File: src/hdl/aso_pkg.sv
// constants and types for the serial readout block
package aso_pkg;
  localparam int unsigned WORD_W = 20;
  localparam logic [4:0] WORD_LAST = 5'h13;
  localparam logic [7:0] CFG_LEGACY = 8'h00;
  localparam logic [7:0] CFG_RESET = 8'h00;
  localparam int unsigned MODE_LSB = 0;
  localparam int unsigned LANE_LSB = 2;
  localparam int unsigned RATE_BIT = 4;
  localparam int unsigned CLKSRC_LSB = 6;
  localparam logic [1:0] MODE_SRC = 2'h3;
  localparam logic [1:0] LANE_DUAL = 2'h2;
  localparam logic [1:0] LANE_QUAD = 2'h3;
  localparam logic [1:0] CLK_SCLK = 2'h0;
  localparam logic [1:0] CLK_INT = 2'h1;
  localparam logic [1:0] CLK_DIV2 = 2'h2;
  localparam logic [1:0] CLK_DIV4 = 2'h3;
  localparam logic [1:0] DIV_WRAP1 = 2'h0;
  localparam logic [1:0] DIV_WRAP2 = 2'h1;
  localparam logic [1:0] DIV_WRAP4 = 2'h3;
  localparam logic [4:0] STEP_ONE = 5'h01;
  localparam logic [4:0] STEP_TWO = 5'h02;
  localparam logic [4:0] STEP_FOUR = 5'h04;
  typedef enum logic [1:0] {ASO_IDLE, ASO_SPI, ASO_SRC} aso_state_e;
endpackage

File: src/hdl/aso_strobe_gen.sv
// strobe tick generator for source-synchronous readout
`timescale 1ns/1ps
module aso_strobe_gen
  import aso_pkg::*;
(
  input wire logic mclk_i, // system clock
  input wire logic resetn_i, // sync reset, low active
  input wire logic run_i, // frame active
  input wire logic [1:0] src_i, // strobe clock source
  input wire logic sclk_rise_i, // host serial clock rising pulse
  output logic tick_o // one strobe half-period step
);
  import aso_pkg::*;

  typedef struct packed {
    logic [1:0] div;
  } aso_sg_s;

  aso_sg_s s_reg, s_next;
  logic [1:0] wrap;

  // divider wrap point by source; the internal clock is mclk itself
  always_comb begin
    s_next = s_reg;
    wrap = DIV_WRAP1;
    if (src_i == CLK_DIV2) begin
      wrap = DIV_WRAP2;
    end else if (src_i == CLK_DIV4) begin
      wrap = DIV_WRAP4;
    end
    if (!run_i || s_reg.div == wrap) begin
      s_next.div = 2'h0;
    end else begin
      s_next.div = s_reg.div + 2'h1;
    end
    if (src_i == CLK_SCLK) begin
      tick_o = run_i && sclk_rise_i;
    end else begin
      tick_o = run_i && (s_reg.div == wrap);
    end
  end

  always_ff @(posedge mclk_i) begin
    if (!resetn_i) begin
      s_reg <= '0;
    end else begin
      s_reg <= s_next;
    end
  end
endmodule // aso_strobe_gen

File: src/hdl/aso_readout.sv
// output-side serial readout of the 20-bit data word
`timescale 1ns/1ps
module aso_readout
  import aso_pkg::*;
#(
  parameter int unsigned DATA_W = WORD_W // output word width
) (
  input wire logic mclk_i, // 200 MHz system clock
  input wire logic resetn_i, // sync reset, low active
  input wire logic cs_n_i, // chip select, low active
  input wire logic sclk_i, // host serial clock, sampled
  input wire logic sdi_i, // serial input, chain data
  input wire logic [7:0] output_protocol_config_i, // output protocol config byte
  input wire logic [1:0] write_protocol_select_i, // clock polarity/phase
  input wire logic load_i, // new conversion word valid
  input wire logic [DATA_W-1:0] word_i, // conversion word
  output logic [3:0] sdo_o, // lanes zero to three
  output logic [3:0] sdo_oe_o, // lane enables, high drives
  output logic ready_strobe_output_o, // ready/strobe pin
  output logic busy_o // frame in progress
);
  import aso_pkg::*;

  typedef struct packed {
    aso_state_e st;
    logic sclk_d;
    logic [DATA_W-1:0] shreg;
    logic [4:0] sent;
    logic [3:0] sdo;
    logic [3:0] oe;
    logic strobe;
    logic hold;
    logic [7:0] cfg;
    logic [DATA_W-1:0] word;
  } aso_rd_s;

  aso_rd_s s_reg, s_next;
  logic sclk_rise, sclk_fall, launch, capture, tick;
  logic [4:0] step;

  // lane count to bits per launch
  function automatic logic [4:0] lane_step(input logic [1:0] code);
    if (code == LANE_QUAD) begin
      return STEP_FOUR;
    end else if (code == LANE_DUAL) begin
      return STEP_TWO;
    end
    return STEP_ONE;
  endfunction

  // lane enable mask by lane count
  function automatic logic [3:0] lane_mask(input logic [1:0] code);
    if (code == LANE_QUAD) begin
      return 4'hF;
    end else if (code == LANE_DUAL) begin
      return 4'h3;
    end
    return 4'h1;
  endfunction

  assign sclk_rise = sclk_i && !s_reg.sclk_d;
  assign sclk_fall = !sclk_i && s_reg.sclk_d;

  aso_strobe_gen u_strobe (
    .mclk_i(mclk_i),
    .resetn_i(resetn_i),
    .run_i(s_reg.st == ASO_SRC),
    .src_i(s_reg.cfg[CLKSRC_LSB +: 2]),
    .sclk_rise_i(sclk_rise),
    .tick_o(tick)
  );

  // phase 0 launches on trailing edge (MSB preset at cs fall), phase 1 on leading
  always_comb begin
    launch = 1'b0;
    capture = 1'b0;
    case (write_protocol_select_i)
      2'h0: begin
        launch = sclk_fall;
        capture = sclk_rise;
      end
      2'h1: begin
        launch = sclk_rise;
        capture = sclk_fall;
      end
      2'h2: begin
        launch = sclk_rise;
        capture = sclk_fall;
      end
      default: begin
        launch = sclk_fall;
        capture = sclk_rise;
      end
    endcase
  end

  // bits moved per launch
  assign step = lane_step(s_reg.cfg[LANE_LSB +: 2]);

  // state update: one frame per chip-select low
  always_comb begin
    s_next = s_reg;
    s_next.sclk_d = sclk_i;
    case (s_reg.st)
      ASO_IDLE: begin
        s_next.oe = 4'h0;
        s_next.strobe = 1'b0;
        s_next.hold = 1'b0;
        // word kept apart from the shifter so a cut frame can be read again
        if (load_i) begin
          s_next.word = word_i;
        end
        if (!cs_n_i) begin
          // config latched per frame; bit position restarts here
          s_next.cfg = output_protocol_config_i;
          s_next.shreg = s_next.word;
          s_next.sent = 5'h00;
          if (output_protocol_config_i[MODE_LSB +: 2] == MODE_SRC) begin
            s_next.st = ASO_SRC;
            s_next.oe = lane_mask(output_protocol_config_i[LANE_LSB +: 2]);
            s_next.sdo = 4'h0;
          end else begin
            s_next.st = ASO_SPI;
            s_next.oe = lane_mask(output_protocol_config_i[LANE_LSB +: 2]);
            s_next.hold = write_protocol_select_i[0];
            s_next.sdo = {s_next.shreg[DATA_W-4], s_next.shreg[DATA_W-3],
                          s_next.shreg[DATA_W-2], s_next.shreg[DATA_W-1]};
            if (!write_protocol_select_i[0]) begin
              s_next.shreg = s_next.shreg << lane_step(output_protocol_config_i[LANE_LSB +: 2]);
              s_next.sent = lane_step(output_protocol_config_i[LANE_LSB +: 2]);
            end
          end
        end
      end
      ASO_SPI: begin
        s_next.strobe = 1'b0;
        if (launch) begin
          s_next.hold = 1'b0;
          s_next.sdo = {s_reg.shreg[DATA_W-4], s_reg.shreg[DATA_W-3],
                        s_reg.shreg[DATA_W-2], s_reg.shreg[DATA_W-1]};
          s_next.shreg = s_reg.shreg << step;
          if (s_reg.sent <= WORD_LAST) begin
            s_next.sent = s_reg.sent + step;
          end
        end
        // chain mode: capture edge feeds sdi into the vacated LSB
        if (capture && !s_reg.hold && s_reg.cfg == CFG_LEGACY) begin
          s_next.shreg[0] = sdi_i;
          if (launch) begin
            s_next.shreg = (s_reg.shreg << step) | {{(DATA_W-1){1'b0}}, sdi_i};
          end
        end
        if (cs_n_i) begin
          s_next.st = ASO_IDLE;
          s_next.oe = 4'h0;
        end
      end
      ASO_SRC: begin
        if (tick) begin
          // single rate: rise launches, fall idles; double rate: both launch
          s_next.strobe = !s_reg.strobe;
          if (!s_reg.strobe || s_reg.cfg[RATE_BIT]) begin
            s_next.sdo = {s_reg.shreg[DATA_W-4], s_reg.shreg[DATA_W-3],
                          s_reg.shreg[DATA_W-2], s_reg.shreg[DATA_W-1]};
            s_next.shreg = s_reg.shreg << step;
            if (s_reg.sent <= WORD_LAST) begin
              s_next.sent = s_reg.sent + step;
            end
          end
        end
        if (cs_n_i) begin
          s_next.st = ASO_IDLE;
          s_next.oe = 4'h0;
          s_next.strobe = 1'b0;
        end
      end
      default: begin
        s_next.st = ASO_IDLE;
      end
    endcase
  end

  // reset leaves mode 00, single lane
  always_ff @(posedge mclk_i) begin
    if (!resetn_i) begin
      s_reg <= '0;
      s_reg.cfg <= CFG_RESET;
      s_reg.st <= ASO_IDLE;
    end else begin
      s_reg <= s_next;
    end
  end

  assign sdo_o = s_reg.sdo & s_reg.oe;
  assign sdo_oe_o = s_reg.oe;
  assign ready_strobe_output_o = s_reg.strobe;
  assign busy_o = (s_reg.st != ASO_IDLE);

  a_spi_strobe_low: assert property (@(posedge mclk_i) disable iff (!resetn_i)
    (s_reg.st == ASO_SPI) |-> !ready_strobe_output_o) else $error("strobe high in spi frame");
  a_lanes_released: assert property (@(posedge mclk_i) disable iff (!resetn_i)
    (cs_n_i && $past(cs_n_i)) |-> ##1 (sdo_oe_o == 4'h0)) else $error("lanes driven while deselected");
  a_reset_default: assert property (@(posedge mclk_i)
    !resetn_i |=> (s_reg.cfg == CFG_RESET && sdo_oe_o == 4'h0)) else $error("reset config wrong");
  a_src_strobe_runs: assert property (@(posedge mclk_i) disable iff (!resetn_i)
    (s_reg.st == ASO_SRC && tick && !cs_n_i) |=> (ready_strobe_output_o != $past(ready_strobe_output_o)))
    else $error("strobe did not toggle");
  a_sdr_no_fall: assert property (@(posedge mclk_i) disable iff (!resetn_i)
    (s_reg.st == ASO_SRC && !s_reg.cfg[RATE_BIT] && tick && s_reg.strobe && !cs_n_i) |=> $stable(s_reg.sent))
    else $error("sdr launched on fall");
  a_ddr_both: assert property (@(posedge mclk_i) disable iff (!resetn_i)
    (s_reg.st == ASO_SRC && s_reg.cfg[RATE_BIT] && tick && s_reg.sent <= WORD_LAST && !cs_n_i)
    |=> (s_reg.sent == $past(s_reg.sent) + $past(step))) else $error("ddr missed edge");
  a_quad_oe: assert property (@(posedge mclk_i) disable iff (!resetn_i)
    (s_reg.st != ASO_IDLE && s_reg.cfg[LANE_LSB +: 2] == LANE_QUAD) |-> sdo_oe_o == 4'hF)
    else $error("quad lanes not enabled");
  a_dual_oe: assert property (@(posedge mclk_i) disable iff (!resetn_i)
    (s_reg.st != ASO_IDLE && s_reg.cfg[LANE_LSB +: 2] == LANE_DUAL) |-> sdo_oe_o == 4'h3)
    else $error("dual lanes not enabled");
  a_zero_tail: assert property (@(posedge mclk_i) disable iff (!resetn_i)
    (s_reg.st != ASO_IDLE && s_reg.cfg != CFG_LEGACY && s_reg.sent > WORD_LAST && s_reg.shreg == '0
     && (launch || tick)) |=> (sdo_o == 4'h0 || cs_n_i)) else $error("nonzero tail");
endmodule // aso_readout

File: config.mk
export PLATFORM = sky130hd
export DESIGN_NAME = aso_readout
export DESIGN_NICKNAME = d
export VERILOG_FILES = /design/src/hdl/aso_pkg.sv /design/src/hdl/aso_strobe_gen.sv /design/src/hdl/aso_readout.sv
export SDC_FILE = /design/constraint.sdc
export NUM_CORES = 1
export LEC_CHECK = 0
export BUFFER_PORTS_ARGS = -buffer_cell sky130_fd_sc_hd__buf_2
export CAP_MARGIN = 20
export CORE_MARGIN = 8
export CORE_UTILIZATION = 44
export DETAILED_ROUTE_END_ITERATION = 10
export GPL_TIMING_DRIVEN = 0
export SYNTH_ARGS = -nofsm -noshare
export SYNTH_HDL_FRONTEND = slang
export SYNTH_SLANG_ARGS = --single-unit
File: constraint.sdc
create_clock -name mclk_i -period 2.6 [get_ports mclk_i]
set_input_delay 0.39 -clock mclk_i [delete_from_list [all_inputs] [get_ports mclk_i]]
set_output_delay 0.39 -clock mclk_i [all_outputs]
set_load 0.01 [all_outputs]
==> metrics.txt <==
status finished, final reports clean; Max Freq 408.9 MHz; DIE AREA ~0.012 mm²; most common flop cell mapped by yosys dfxtp_1; Yosys top cell by area dfxtp_1; core area ~0.0086 mm²; Synth top area share 31.88%; CTS tree yes; worst skew pair latency ~0.34 ns; initial antenna violation count 0; Seq. cell area 0.001241 mm²; DR WL met2 4.989 mm; Hold Buf Count CTS 0; Setup Fix Bufs, Post-CTS 0; Hold WC Path Type in -> reg; PwrDens 573.4 mW/mm²; Slew Viols, Final 0; sequential fraction of the synthesis area between 30% and 40%; Fin. Hold Viols 0; Syn Inst Count 459; # fillers approximately 870; RSZ-0062 raised after global routing false; Overflow after GRT 0; number of vias in the routed layout 3,737; Initial Util 45.09%; H-Tree Depth 3; Max Buffers Root-to-Sink 2; antenna cell count 0; nets 553; leakage 0.001739 µW; Synth area leaders dfxtp_1 32%, mux2i_1 8.7%, mux2_2 4.9%; area delta synth->final 13.11%; maximum vdd drop 280.1 µV; arrival time of the worst setup path 2.71 ns; gr usage total 19.04%; DIE HEIGHT 110.1 µm; DP Area 0.004244 mm²; Crit. End Element flop; M1 WL ~5.4 mm; PortBufs 43; Final Util 51.00%; DRC 0; fin crit period 2.446 ns; clock-pin slew on the worst setup and hold paths around 0.07 ns; cts repair resizes 0; CTS root buf clkbuf_8; Max Used Layer met4; Routed WL per cell 18.06 µm; post-DP HPWL 8.542 mm; Syn Nets 499; MaxCap Viol Count 0; Inserted Clock Buffers 9; FF+latch count, synth 62; post-synthesis area per instance 8.483 µm²; vias per cell ~6; Post-synth EDFFs 0; crit-path max FO 10; Synth top cells by count 62 x dfxtp_1, 45 x nor2_1, 34 x mux2i_1; largest net degree at the start of global routing 11; Ports 46; Synth Cell Area 0.003894 mm²; drt pass-1 iters 4; GP Congestion just under 0.9; clock skew 0.007170 ns; max FFs per register 56; most frequent cell after synthesis dfxtp_1; DRT Wirelength 11.27 mm; asr flop ratio synth 0%; metal3 WL roughly 700 µm; first-pass GRT wire length 18.06 mm; Initial DRC Count about 370; worst-margin pin slew 0.9653 ns; Post-Layout Cell Count 624; design area approximately 0.0044 mm²; vias in the first global route 3,596; Final Cycle Share between 90% and 100%; antenna-violating nets left 0; setup TNS 0 ns; crit path kind reg -> reg; final setup violating endpoints 0; slew margin rel. 35.41%; CTS Sinks 62; dpl cells 610; layout cell share with drive strength beyond 1 slightly above 20%; post-synth cell types 56; Core Rows 34; Synth Warn # 0; Die W 110.1 µm; CP Launch Type flop; area of the multi-input gates 0.002427 mm²; CP required 2.87 ns
-- cell families (layout without fill, tap and decap cells) --
family                   count (synthesis)  after routing  synth area share, %
AO/OA/AOI/OAI                          155            155                29.53
buffers and inverters                   49            106                5.849
multiplexers                            52             52                14.24
AND/OR/NAND/NOR                        136            136                16.81
XOR/XNOR                                 1              1               0.4179
adder cells (fa/ha/maj)                  4              4                1.285
flip-flops                              62             62                31.88
-- per-stage QoR --
stage | hold WS [ns] | total power, µW | worst slack, ns
floorplan | 0.4327 | 1620 | 0.6156
global placement | 0.4527 | 1805 | 0.1025
detailed placement | 0.4583 | 1817 | 0.06237
CTS | 0.3039 | 2527 | 0.03137
global route | 0.3121 | 2658 | 0.004107
finish | 0.3112 | 2525 | 0.1544
-- cell usage in the layout (no fill, tap or decap), types with 20 or more instances in the layout --
cell type,instances
nor2_1,44
a21oi_1,31
o21ai_0,20
mux2i_1,34
buf_2,51
clkbuf_1,24
dfxtp_1,62
nand2_1,31
-- cell type report --
cell class	instances	area share (%)
buffer	41	4.545
clock inverter	2	0.2273
sequential	62	28.18
clock buffer	12	3.295
inverter	8	0.6818
timing repair buffer	43	4.886
tap	108	3.068
multi-input combinational	348	55.11
-- power by group --
| part | internal (µW) | switching [µW] | leakage [µW] |
|---|---|---|---|
| clock network | 359 | 356 | 0.0000821 |
| logic | 277 | 416 | 0.00115 |
| registers | 1040 | 75.0 | 0.000510 |
| total | 1680 | 847 | 0.00174 |
-- worst max-delay path: stages, from the launching register on --
cell	delay [ns]
dfxtp_1	0.40
inv_1	0.09
ha_1	0.27
clkbuf_1	0.29
nand2_1	0.11
o311ai_2	0.50
clkbuf_2	0.35
a22oi_1	0.17
a21oi_1	0.18
-- path summary, 6_finish.rpt --
kind / from / end / slack [ns] / depth (start not counted)
worst max-delay path: s_reg[64] / s_reg[36] / 0.15 / 8
worst min-delay path: output_protocol_config_i[6] / s_reg[26] / 0.31 / 3
worst max register to register: s_reg[64] / s_reg[36] / 0.15 / 8
worst min register to register: s_reg[28] / s_reg[28] / 0.47 / 2
-- metal layers --
layer,vias up,GRT usage [%]
met1,1775,25.43
li1,1817,-
met4,0,6.847
met2,131,29.84
met5,-,0
met3,14,3.663
No activity file was read; power rests on OpenSTA's default activity.
